## src/shared/icscb_consts.svh

```systemverilog
// Register offsets, field positions, reset values and timing figures of the clock source block
`ifndef ICSCB_CONSTS_SVH
`define ICSCB_CONSTS_SVH

`define ICSCB_OFS_CTRL1   4'h0
`define ICSCB_OFS_CTRL2   4'h4
`define ICSCB_OFS_TRIM    4'h8
`define ICSCB_OFS_STAT    4'hC

`define ICSCB_SEL_BIT     6
`define ICSCB_KEEP_BIT    0
`define ICSCB_DIV_HI      7
`define ICSCB_DIV_LO      6
`define ICSCB_LP_BIT      3
`define ICSCB_FINE_BIT    0
`define ICSCB_STAT_BIT    2

`define ICSCB_DIV_RST     2'h1
`define ICSCB_LOOP_MULT   10'h200

`define ICSCB_CLK_MHZ     40
`define ICSCB_T_IR_WU_NS  60000
`define ICSCB_T_FLL_WU_NS 1000

`define ICSCB_RESP_OK     2'h0
`define ICSCB_RESP_ERR    2'h2

`endif

```

## src/shared/icscb_pkg.sv

```systemverilog
// Types shared by the clock source block files
package icscb_pkg;

  typedef enum logic [4:0] {
    icscb_eng  = 5'h01,
    icscb_byp  = 5'h02,
    icscb_blp  = 5'h04,
    icscb_stop = 5'h08,
    icscb_wake = 5'h10
  } icscb_mode_t;

  typedef struct packed {
    logic sys;
    logic bus;
    logic ref_clk;
  } icscb_clk_t;

  typedef struct packed {
    icscb_mode_t mode;
    icscb_mode_t prev;
    logic        sel;
    logic        keep;
    logic [1:0]  div;
    logic        lp;
    logic [15:0] cnt;
    logic        ack;
    logic [7:0]  rdata;
    logic [1:0]  resp;
  } icscb_state_t;

endpackage

```

## src/logic/icscb_tick_div.sv

```systemverilog
// Power-of-two divider of a clock-edge enable stream
`timescale 1ns/10ps
module icscb_tick_div #(
  parameter int W = 2
) (
  input  logic         clk_i,
  input  logic         arst_n_i,
  input  logic         tick_i,
  input  logic [W-1:0] code_i,
  output logic         tick_o
);
  localparam int CW = (1 << W) - 1;

  logic [CW-1:0] cnt;
  logic [CW-1:0] next_cnt;
  logic [CW-1:0] mask;

  // Mask is taken from the live code, so a new ratio applies on the next edge
  always_comb begin
    mask     = ~({CW{1'b1}} << code_i);
    next_cnt = tick_i ? cnt + CW'(1) : cnt;
  end

  assign tick_o = tick_i & ((cnt & mask) == '0);

  always_ff @(posedge clk_i or negedge arst_n_i) begin
    if (!arst_n_i) begin
      cnt <= '0;
    end else begin
      cnt <= next_cnt;
    end
  end
endmodule

```

## src/logic/icscb_clk_switch.sv

```systemverilog
// Glitch-free selection between the loop and reference edge streams
`timescale 1ns/10ps
module icscb_clk_switch (
  input  logic clk_i,
  input  logic arst_n_i,
  input  logic loop_tick_i,
  input  logic ref_tick_i,
  input  logic sel_i,
  output logic tick_o,
  output logic cur_o
);
  logic cur;
  logic next_cur;
  logic new_tick;

  // Output is muted while a change is pending, so no partial period escapes
  always_comb begin
    new_tick = sel_i ? ref_tick_i : loop_tick_i;
    next_cur = cur;
    if (sel_i != cur && new_tick) begin
      next_cur = sel_i;
    end
  end

  assign tick_o = (sel_i == cur) & (cur ? ref_tick_i : loop_tick_i);
  assign cur_o  = cur;

  always_ff @(posedge clk_i or negedge arst_n_i) begin
    if (!arst_n_i) begin
      cur <= 1'b0;
    end else begin
      cur <= next_cur;
    end
  end
endmodule

```

## src/logic/icscb_top.sv

```systemverilog
// Clock source control: mode machine, register slave, source switch and bus divider
`timescale 1ns/10ps
`include "icscb_consts.svh"
module icscb_top #(
  parameter int T_IR_WU_NS  = `ICSCB_T_IR_WU_NS,
  parameter int T_FLL_WU_NS = `ICSCB_T_FLL_WU_NS
) (
  input  logic                   clk_i,
  input  logic                   arst_n_i,
  input  logic [3:0]             avs_address_i,
  input  logic                   avs_read_i,
  input  logic                   avs_write_i,
  input  logic [3:0]             avs_byteenable_i,
  input  logic [31:0]            avs_writedata_i,
  output logic [31:0]            avs_readdata_o,
  output logic                   avs_waitrequest_o,
  output logic [1:0]             avs_response_o,
  input  logic                   stop_i,
  input  logic                   wake_i,
  input  logic                   loop_tick_i,
  input  logic                   ref_tick_i,
  output icscb_pkg::icscb_clk_t  clk_o,
  output logic                   loop_enable_o,
  output logic                   ref_enable_o,
  output logic [8:0]             trim_o,
  output logic [9:0]             loop_factor_o,
  output icscb_pkg::icscb_mode_t mode_o,
  output logic                   source_status_o
);
  localparam int IR_RAW  = (T_IR_WU_NS * `ICSCB_CLK_MHZ + 999) / 1000;
  localparam int FLL_RAW = (T_FLL_WU_NS * `ICSCB_CLK_MHZ + 999) / 1000;
  localparam int IR_CYC  = (IR_RAW < 1) ? 1 : IR_RAW;
  localparam int FLL_CYC = (FLL_RAW < 1) ? 1 : FLL_RAW;

  icscb_pkg::icscb_state_t st;
  icscb_pkg::icscb_state_t next_st;
  icscb_pkg::icscb_mode_t  run_mode;

  logic [7:0]  coarse;
  logic        fine;
  logic [7:0]  rd_val;
  logic        hit;
  logic        acc;
  logic        wr_go;
  logic        wr_ctrl1;
  logic        wr_ctrl2;
  logic        wr_trim;
  logic        wr_stat;
  logic        run;
  logic [15:0] wake_dly;
  logic        loop_tick_g;
  logic        ref_tick_g;
  logic        sel_tick;
  logic        sys_tick;
  logic        bus_tick;
  logic        src_status;

  // Bus decode; one wait state on every access
  assign acc      = avs_read_i | avs_write_i;
  assign hit      = (avs_address_i == `ICSCB_OFS_CTRL1) | (avs_address_i == `ICSCB_OFS_CTRL2) |
                    (avs_address_i == `ICSCB_OFS_TRIM) | (avs_address_i == `ICSCB_OFS_STAT);
  assign wr_go    = avs_write_i & st.ack & avs_byteenable_i[0];
  assign wr_ctrl1 = wr_go & (avs_address_i == `ICSCB_OFS_CTRL1);
  assign wr_ctrl2 = wr_go & (avs_address_i == `ICSCB_OFS_CTRL2);
  assign wr_trim  = wr_go & (avs_address_i == `ICSCB_OFS_TRIM);
  assign wr_stat  = wr_go & (avs_address_i == `ICSCB_OFS_STAT);

  assign avs_waitrequest_o = acc & ~st.ack;
  assign avs_readdata_o    = {24'h000000, st.rdata};
  assign avs_response_o    = st.resp;

  always_comb begin
    rd_val = 8'h00;
    if (avs_address_i == `ICSCB_OFS_CTRL1) begin
      rd_val[`ICSCB_SEL_BIT]  = st.sel;
      rd_val[`ICSCB_KEEP_BIT] = st.keep;
    end else if (avs_address_i == `ICSCB_OFS_CTRL2) begin
      rd_val[`ICSCB_DIV_HI:`ICSCB_DIV_LO] = st.div;
      rd_val[`ICSCB_LP_BIT] = st.lp;
    end else if (avs_address_i == `ICSCB_OFS_TRIM) begin
      rd_val = coarse;
    end else if (avs_address_i == `ICSCB_OFS_STAT) begin
      rd_val[`ICSCB_STAT_BIT] = src_status;
      rd_val[`ICSCB_FINE_BIT] = fine;
    end
  end

  // Run mode follows the select and low-power bits
  always_comb begin
    if (!st.sel) begin
      run_mode = icscb_pkg::icscb_eng;
    end else if (st.lp) begin
      run_mode = icscb_pkg::icscb_blp;
    end else begin
      run_mode = icscb_pkg::icscb_byp;
    end
  end

  // Wake delay: reference start-up if it was off, else loop recovery into engaged mode, else none
  always_comb begin
    if (!st.keep) begin
      wake_dly = 16'(IR_CYC);
    end else if (st.prev == icscb_pkg::icscb_eng) begin
      wake_dly = 16'(FLL_CYC);
    end else begin
      wake_dly = 16'h0000;
    end
  end

  always_comb begin
    next_st     = st;
    next_st.ack = acc & ~st.ack;
    if (acc & ~st.ack) begin
      next_st.rdata = avs_read_i ? rd_val : 8'h00;
      next_st.resp  = hit ? `ICSCB_RESP_OK : `ICSCB_RESP_ERR;
    end
    if (wr_ctrl1) begin
      next_st.sel  = avs_writedata_i[`ICSCB_SEL_BIT];
      next_st.keep = avs_writedata_i[`ICSCB_KEEP_BIT];
    end
    if (wr_ctrl2) begin
      next_st.div = avs_writedata_i[`ICSCB_DIV_HI:`ICSCB_DIV_LO];
      next_st.lp  = avs_writedata_i[`ICSCB_LP_BIT];
    end
    unique case (st.mode)
      icscb_pkg::icscb_eng,
      icscb_pkg::icscb_byp,
      icscb_pkg::icscb_blp: begin
        if (stop_i) begin
          next_st.prev = st.mode;
          next_st.mode = icscb_pkg::icscb_stop;
        end else begin
          next_st.mode = run_mode;
        end
      end
      icscb_pkg::icscb_stop: begin
        if (wake_i) begin
          if (wake_dly == 16'h0000) begin
            next_st.mode = st.prev;
          end else begin
            next_st.mode = icscb_pkg::icscb_wake;
            next_st.cnt  = wake_dly;
          end
        end
      end
      icscb_pkg::icscb_wake: begin
        if (st.cnt == 16'h0001) begin
          next_st.mode = st.prev;
        end else begin
          next_st.cnt = st.cnt - 16'h0001;
        end
      end
    endcase
  end

  always_ff @(posedge clk_i or negedge arst_n_i) begin
    if (!arst_n_i) begin
      st       <= '0;
      st.mode  <= icscb_pkg::icscb_eng;
      st.prev  <= icscb_pkg::icscb_eng;
      st.div   <= `ICSCB_DIV_RST;
    end else begin
      st <= next_st;
    end
  end

  // Trim bits carry no reset so that calibration survives every reset source
  always_ff @(posedge clk_i) begin
    if (wr_trim) begin
      coarse <= avs_writedata_i[7:0];
    end
    if (wr_stat) begin
      fine <= avs_writedata_i[`ICSCB_FINE_BIT];
    end
  end

  assign trim_o        = {coarse, fine};
  assign loop_factor_o = `ICSCB_LOOP_MULT;

  // Source enables and gating
  assign run = (st.mode == icscb_pkg::icscb_eng) | (st.mode == icscb_pkg::icscb_byp) |
               (st.mode == icscb_pkg::icscb_blp);

  assign loop_enable_o = (st.mode == icscb_pkg::icscb_eng) |
                         (st.mode == icscb_pkg::icscb_byp) |
                         ((st.mode == icscb_pkg::icscb_wake) &
                          (st.prev != icscb_pkg::icscb_blp));
  assign ref_enable_o  = (st.mode != icscb_pkg::icscb_stop) | st.keep;
  assign mode_o        = st.mode;

  assign loop_tick_g = loop_tick_i & loop_enable_o;
  assign ref_tick_g  = ref_tick_i & ref_enable_o;

  icscb_clk_switch u_switch (
    .clk_i       (clk_i),
    .arst_n_i    (arst_n_i),
    .loop_tick_i (loop_tick_g),
    .ref_tick_i  (ref_tick_g),
    .sel_i       (st.sel),
    .tick_o      (sel_tick),
    .cur_o       (src_status)
  );

  icscb_tick_div #(
    .W (2)
  ) u_bus_div (
    .clk_i    (clk_i),
    .arst_n_i (arst_n_i),
    .tick_i   (sel_tick & run),
    .code_i   (st.div),
    .tick_o   (sys_tick)
  );

  icscb_tick_div #(
    .W (1)
  ) u_half (
    .clk_i    (clk_i),
    .arst_n_i (arst_n_i),
    .tick_i   (sys_tick),
    .code_i   (1'b1),
    .tick_o   (bus_tick)
  );

  assign clk_o.sys       = sys_tick;
  assign clk_o.bus       = bus_tick;
  assign clk_o.ref_clk   = ref_tick_g;
  assign source_status_o = src_status;

  // Checks beside the logic

  a_status_follow: assert property (
    @(posedge clk_i) disable iff (!arst_n_i)
    (src_status != $past(src_status)) |-> (src_status == $past(st.sel))
  ) else $error("status changed away from the selected source");

  a_switch_quiet: assert property (
    @(posedge clk_i) disable iff (!arst_n_i)
    (st.sel != src_status) |-> !clk_o.sys
  ) else $error("system clock pulsed during a source change");

  a_stop_gated: assert property (
    @(posedge clk_i) disable iff (!arst_n_i)
    (st.mode == icscb_pkg::icscb_stop) |-> (!clk_o.sys && !loop_enable_o)
  ) else $error("clock or loop active in stop");

  a_stop_ref_keep: assert property (
    @(posedge clk_i) disable iff (!arst_n_i)
    (st.mode == icscb_pkg::icscb_stop) |-> (ref_enable_o == st.keep)
  ) else $error("reference enable in stop disagrees with keep bit");

  a_lp_loop_off: assert property (
    @(posedge clk_i) disable iff (!arst_n_i)
    (run && !stop_i && st.sel && st.lp)
      |=> (st.mode == icscb_pkg::icscb_blp && !loop_enable_o)
  ) else $error("loop running in low-power bypass");

  a_byp_loop_on: assert property (
    @(posedge clk_i) disable iff (!arst_n_i)
    (run && !stop_i && st.sel && !st.lp)
      |=> (st.mode == icscb_pkg::icscb_byp && loop_enable_o)
  ) else $error("loop stopped in plain bypass");

  a_sel_zero_eng: assert property (
    @(posedge clk_i) disable iff (!arst_n_i)
    (wr_ctrl1 && run && !stop_i && !avs_writedata_i[`ICSCB_SEL_BIT])
      |=> !st.sel ##1 (st.mode == icscb_pkg::icscb_eng ||
                       st.mode == icscb_pkg::icscb_stop)
  ) else $error("select written zero did not give engaged mode");

  a_wake_ir_delay: assert property (
    @(posedge clk_i) disable iff (!arst_n_i)
    (st.mode == icscb_pkg::icscb_stop && wake_i && !st.keep)
      |=> (st.mode == icscb_pkg::icscb_wake && st.cnt == 16'(IR_CYC))
  ) else $error("reference wake delay not loaded");

  a_wake_resume: assert property (
    @(posedge clk_i) disable iff (!arst_n_i)
    (st.mode == icscb_pkg::icscb_wake && st.cnt == 16'h0001)
      |=> (st.mode == $past(st.prev))
  ) else $error("did not resume the mode held before stop");

  a_div_immediate: assert property (
    @(posedge clk_i) disable iff (!arst_n_i)
    wr_ctrl2 |=> (st.div == $past(avs_writedata_i[7:6]))
  ) else $error("divider write not applied at once");

  a_bus_half: assert property (
    @(posedge clk_i) disable iff (!arst_n_i)
    clk_o.bus |-> clk_o.sys
  ) else $error("bus edge without a system edge");

  a_one_wait: assert property (
    @(posedge clk_i) disable iff (!arst_n_i)
    (acc && avs_waitrequest_o) |=> !avs_waitrequest_o
  ) else $error("access held more than one wait state");

  a_sys_source: assert property (
    @(posedge clk_i) disable iff (!arst_n_i)
    clk_o.sys |-> (src_status ? ref_tick_g : loop_tick_g)
  ) else $error("system edge not taken from the source in use");

  a_ref_stop_quiet: assert property (
    @(posedge clk_i) disable iff (!arst_n_i)
    (st.mode == icscb_pkg::icscb_stop && !st.keep) |-> !clk_o.ref_clk
  ) else $error("reference clock running in stop without keep");

  a_wake_loop_delay: assert property (
    @(posedge clk_i) disable iff (!arst_n_i)
    (st.mode == icscb_pkg::icscb_stop && wake_i && st.keep &&
     st.prev == icscb_pkg::icscb_eng)
      |=> (st.mode == icscb_pkg::icscb_wake && st.cnt == 16'(FLL_CYC))
  ) else $error("loop recovery delay not loaded");

  a_wake_direct: assert property (
    @(posedge clk_i) disable iff (!arst_n_i)
    (st.mode == icscb_pkg::icscb_stop && wake_i && st.keep &&
     st.prev != icscb_pkg::icscb_eng)
      |=> (st.mode == $past(st.prev))
  ) else $error("did not return at once to the mode held before stop");

endmodule

```

## config.mk

```make
export PLATFORM = sky130hd
export DESIGN_NAME = icscb_top
export DESIGN_NICKNAME = d
export VERILOG_FILES = /design/src/shared/icscb_pkg.sv /design/src/logic/icscb_tick_div.sv /design/src/logic/icscb_clk_switch.sv /design/src/logic/icscb_top.sv
export VERILOG_INCLUDE_DIRS = /design/src /design/src/shared
export SDC_FILE = /design/constraint.sdc
export NUM_CORES = 1
export LEC_CHECK = 0
export BUFFER_PORTS_ARGS = -buffer_cell sky130_fd_sc_hd__buf_2
export CORE_MARGIN = 3
export CORE_UTILIZATION = 50
export CTS_BUF_LIST = sky130_fd_sc_hd__clkbuf_16
export CTS_CLUSTER_DIAMETER = 120
export CTS_CLUSTER_SIZE = 16
export DETAILED_ROUTE_END_ITERATION = 12
export GPL_TIMING_DRIVEN = 0
export HOLD_SLACK_MARGIN = 0.15
export PLACE_DENSITY = 0.82
export SYNTH_ARGS = -nofsm -noshare
export SYNTH_HDL_FRONTEND = slang
export SYNTH_SLANG_ARGS = --single-unit
```

## constraint.sdc

```tcl
create_clock -name clk_i -period 2.75 [get_ports clk_i]
set_input_delay 0.55 -clock clk_i [delete_from_list [all_inputs] [get_ports clk_i]]
set_output_delay 0.55 -clock clk_i [all_outputs]
set_load 0.005 [all_outputs]
```

==> summary.md <==
| Metric | Value |
|---|---|
| Status | `finished, violations left` |
| Failing checks | `setup timing` |
| GP Congestion | `around 0.87` |
| Worst IR drop on VDD | `506 uV` |
| CP endpoint kind | `output port` |
| FP Rows | `28` |
| Post-Syn Area per Cell | `between 9 and 10 um^2` |
| Average wire per standard cell | `about 14 um` |
| Root Driver | `clkbuf_16` |
| Overflow after GRT | `0` |
| Yosys warning count | `0` |
| Reg2Reg Launch Point | `st[22]$_DFFE_PN0P_` |
| Antenna diode count | `0` |
| Largest net degree at the start of global routing | `47` |
| Reg2Reg Depth | `5` |
| Syn Inst Count | `approximately 330` |
| Final setup vio count | `1` |
| Pre-antenna DRT Iters | `5` |
| Antenna viol nets, final | `0` |
| Cell Count, Final, Fillers Out | `494` |
| Register area share after synthesis | `between 40% and 50%` |
| CP startpoint | `mode_o[0]$_DFFE_PN1P_` |
| Number of global-route vias before repair | `between 2,000 and 2,500` |
| WS Path Type | `register to output port` |
| Levels on crit path | `7` |
| CP required | `roughly 2200 ps` |
| HP Class | `input port to async pin` |
| Crit-path leading delay family | `flip-flops` |
| Largest fanout on the critical path | `3` |
| Area contributors post-synth | `dfrtp_1 (34%), buf_4 (13%), edfxtp_1 (8.5%)` |
| RR Endpoint | `mode_o[1]$_DFFE_PN0P_` |
| Post-Place Cells | `484` |
| Setup TNS | `-13.7 ps` |
| Core Util, Final | `63.8%` |
| Data arrival, critical path | `between 2000 and 2500 ps` |
| Fin crit period | `2760 ps` |
| Clk_lat worst skew | `290 ps` |
| Hold slack | `roughly 430 ps` |
| H-tree lvl count | `2` |
| Num Clock Sinks | `between 50 and 60` |
| Worst Setup EP | `clk_o[1]` |
| Worst Path Buf+Inv | `2` |
| Share of async-settable or async-resettable flops after synthesis | `a little over four fifths` |
| Hold_buf cts | `0` |
| Total number of vias | `2,636` |
| Yosys top cell by area | `dfrtp_1` |
| Worst slew pin tran | `about 1000 ps` |
| Synth Register Bits | `55` |
| F_max | `about 0.36 GHz` |
| Core box area | `between 6000 and 7000 um^2` |
| Num CTS Buffers | `5` |
| Die area | `between 7000 and 8000 um^2` |
| Ys flop type | `dfrtp_1` |
| Lkg Pwr | `1.83 nW` |
| Via density | `around 5.3` |
| Post-Syn Area | `~3200 um^2` |
| Top Ports | `roughly 110` |
| Max Transition Viols Final | `0` |
| Crit-path cells | `xnor2_2, or4_4, a2111oi_4, o21ai_2, nor2_1, buf_4, buf_2` |
| # fillers | `around 530` |
| First-pass GRT wire length | `between 10,000 and 15,000 um` |
| Max-cap violations | `0` |
| Layout Nets | `about 470` |
| Slowest Stage Delay on Critical Path | `~590 ps` |
| GRT Total Usage | `between 10% and 20%` |
| Layout cell share with drive strength beyond 1 | `between 30% and 40%` |
| PnR worst setup slack | `-13.7 ps` |
| Reg2reg setup slack | `between 400 and 500 ps` |
| Die Span X | `about 86 um` |
| Die Y | `~86 um` |
| Most common cell in the netlist | `buf_4` |
| Distinct cells, synth | `53` |
| Layout area overhead | `21.2%` |
| Residual DRC | `0` |
| IO buf count | `approximately 50` |
| Detailed Route WL | `7030 um` |
| Final period util | `100%` |
| PD cells | `approximately 690 nW/um^2` |
| Initial core utilization | `52.6%` |
| Number of synthesized flops with an enable pin | `9` |
| Clk slew on worst S/H paths | `around 70 ps` |
| Nature of the critical path startpoint | `register` |
| Antenna violations before repair | `0` |
| Yosys top cell area share | `33.9%` |
| CTS tree | `done` |
| PnR Total Power | `roughly 0.0026 W` |
| Skew final | `roughly 4.1 ps` |
| Slowest CP cell | `dfstp_2` |
| Max_slew headroom | `32.7%` |
| Number of DRC markers in iteration 0 | `between 200 and 300` |
| Final hold viol count | `0` |
| Commonest cells in the netlist | `buf_4 (53), dfrtp_1 (43), o21ai_0 (25)` |
| Clock Tree Buf Depth | `2` |
| DP HPWL | `slightly above 5000 um` |
| RSZ-0062 raised after global routing | `true` |
-- worst min path at each step --
stage	start	endpoint	slack, ps	cells after the start
2_1_floorplan	arst_n_i	avs_readdata_o[0]$_DFFE_PN0P_	250	0
3_3_place_gp	avs_response_o[1]$_DFFE_PN0P_	avs_response_o[1]$_DFFE_PN0P_	460	2
3_5_place_dp	u_bus_div.cnt[2]$_DFFE_PN0P_	u_bus_div.cnt[2]$_DFFE_PN0P_	470	1
4_1_cts	avs_writedata_i[2]	coarse[2]$_DFFE_PP_	420	1
5_1_grt	avs_writedata_i[4]	coarse[4]$_DFFE_PP_	420	1
6_report	arst_n_i	st[33]$_DFFE_PN0P_	430	1
-- logic make-up (layout without fill, tap and decap cells) --
kind of cell | count (synthesis) | after routing | share of synthesized area, %
buffers and inverters | 72 | 131 | 14.9
AOI/OAI and AO/OA | 83 | 83 | 17.6
muxes | 10 | 10 | 3.55
adders and majority gates | 3 | 3 | 1.18
DFF | 55 | 55 | 44.9
and+or+nand+nor | 98 | 98 | 16.6
other | 2 | 35 | 0.237
xor gates and xnor gates | 4 | 4 | 1.10
-- report_power, final --
| part | switching (W) | internal, W | total (W) |
|---|---|---|---|
| clock | 0.000299 | 0.000343 | 0.000642 |
| combinational | 0.000468 | 0.000388 | 0.000855 |
| sequential | 0.000185 | 0.000964 | 0.00115 |
-- area by class of cell --
type,instances,area (um^2),area share (%)
sequential,55,1430,37.1
multi-input combinational,233,1440,37.5
buffer,59,423,11.0
clock buffer,5,125,3.25
tap,75,93.8,2.44
inverter,12,45.0,1.17
timing repair buffer,52,268,6.96
clock inverter,3,22.5,0.586
-- repair_timing --
| action | CTS | global route |
|---|---|---|
| setup endpoints to repair | 2 | 2 |
| pin swaps | 2 | 0 |
| setup buffers | 2 | 1 |
| cloned | 0 | 0 |
| endpoints found under the hold margin | 0 | 0 |
| gates resized for setup | 3 | 4 |
-- flip-flops by register name, summed over array words and instances (netlist names) --
signal / flops
u_bus_div.cnt: 3
st: 27
fine: 1
avs_readdata_o: 8
avs_response_o: 1
u_switch.cur_o: 1
coarse: 8
mode_o: 5
u_half.cnt: 1
-- per-stage QoR --
step | instance area [um^2] | setup slack, ps
finish | 3840 | -13.7
global route | 3840 | -92.4
CTS | 3810 | -0.0639
detailed placement | 3630 | 92.8
global placement | 3630 | 165
floorplan | 3300 | 354
-- metal layers --
metal | vias to the layer above | part of all wire, % | GRT usage, %
li1 | 1274 | - | -
met2 | 107 | 50 | 31.4
met1 | 1243 | 41 | 24.6
met3 | 12 | 7.5 | 3.65
met4 | 0 | 1.3 | 6.04
met5 | - | 0 | 0
-- cells in the final DEF, fill, tap and decap left out, types with 3 or more instances in the layout --
cell type	count
ha_1	3
or3_1	4
nand4_1	4
buf_4	56
xnor2_1	3
a22o_1	3
clkbuf_16	5
nand2_1	20
o21ai_0	25
clkbuf_1	4
nand2b_1	3
buf_2	51
dfrtp_1	43
dfstp_2	3
and2_1	3
nand3_1	7
conb_1	35
nor3_1	5
o21ai_1	4
nor2b_1	4
a21oi_1	15
o21ai_2	3
a22oi_1	3
nor4_1	6
mux2_2	9
edfxtp_1	9
inv_1	12
nor2_1	23
nand3b_1	5
a31oi_1	9
Note: power is estimated with default switching activity, not from simulation.
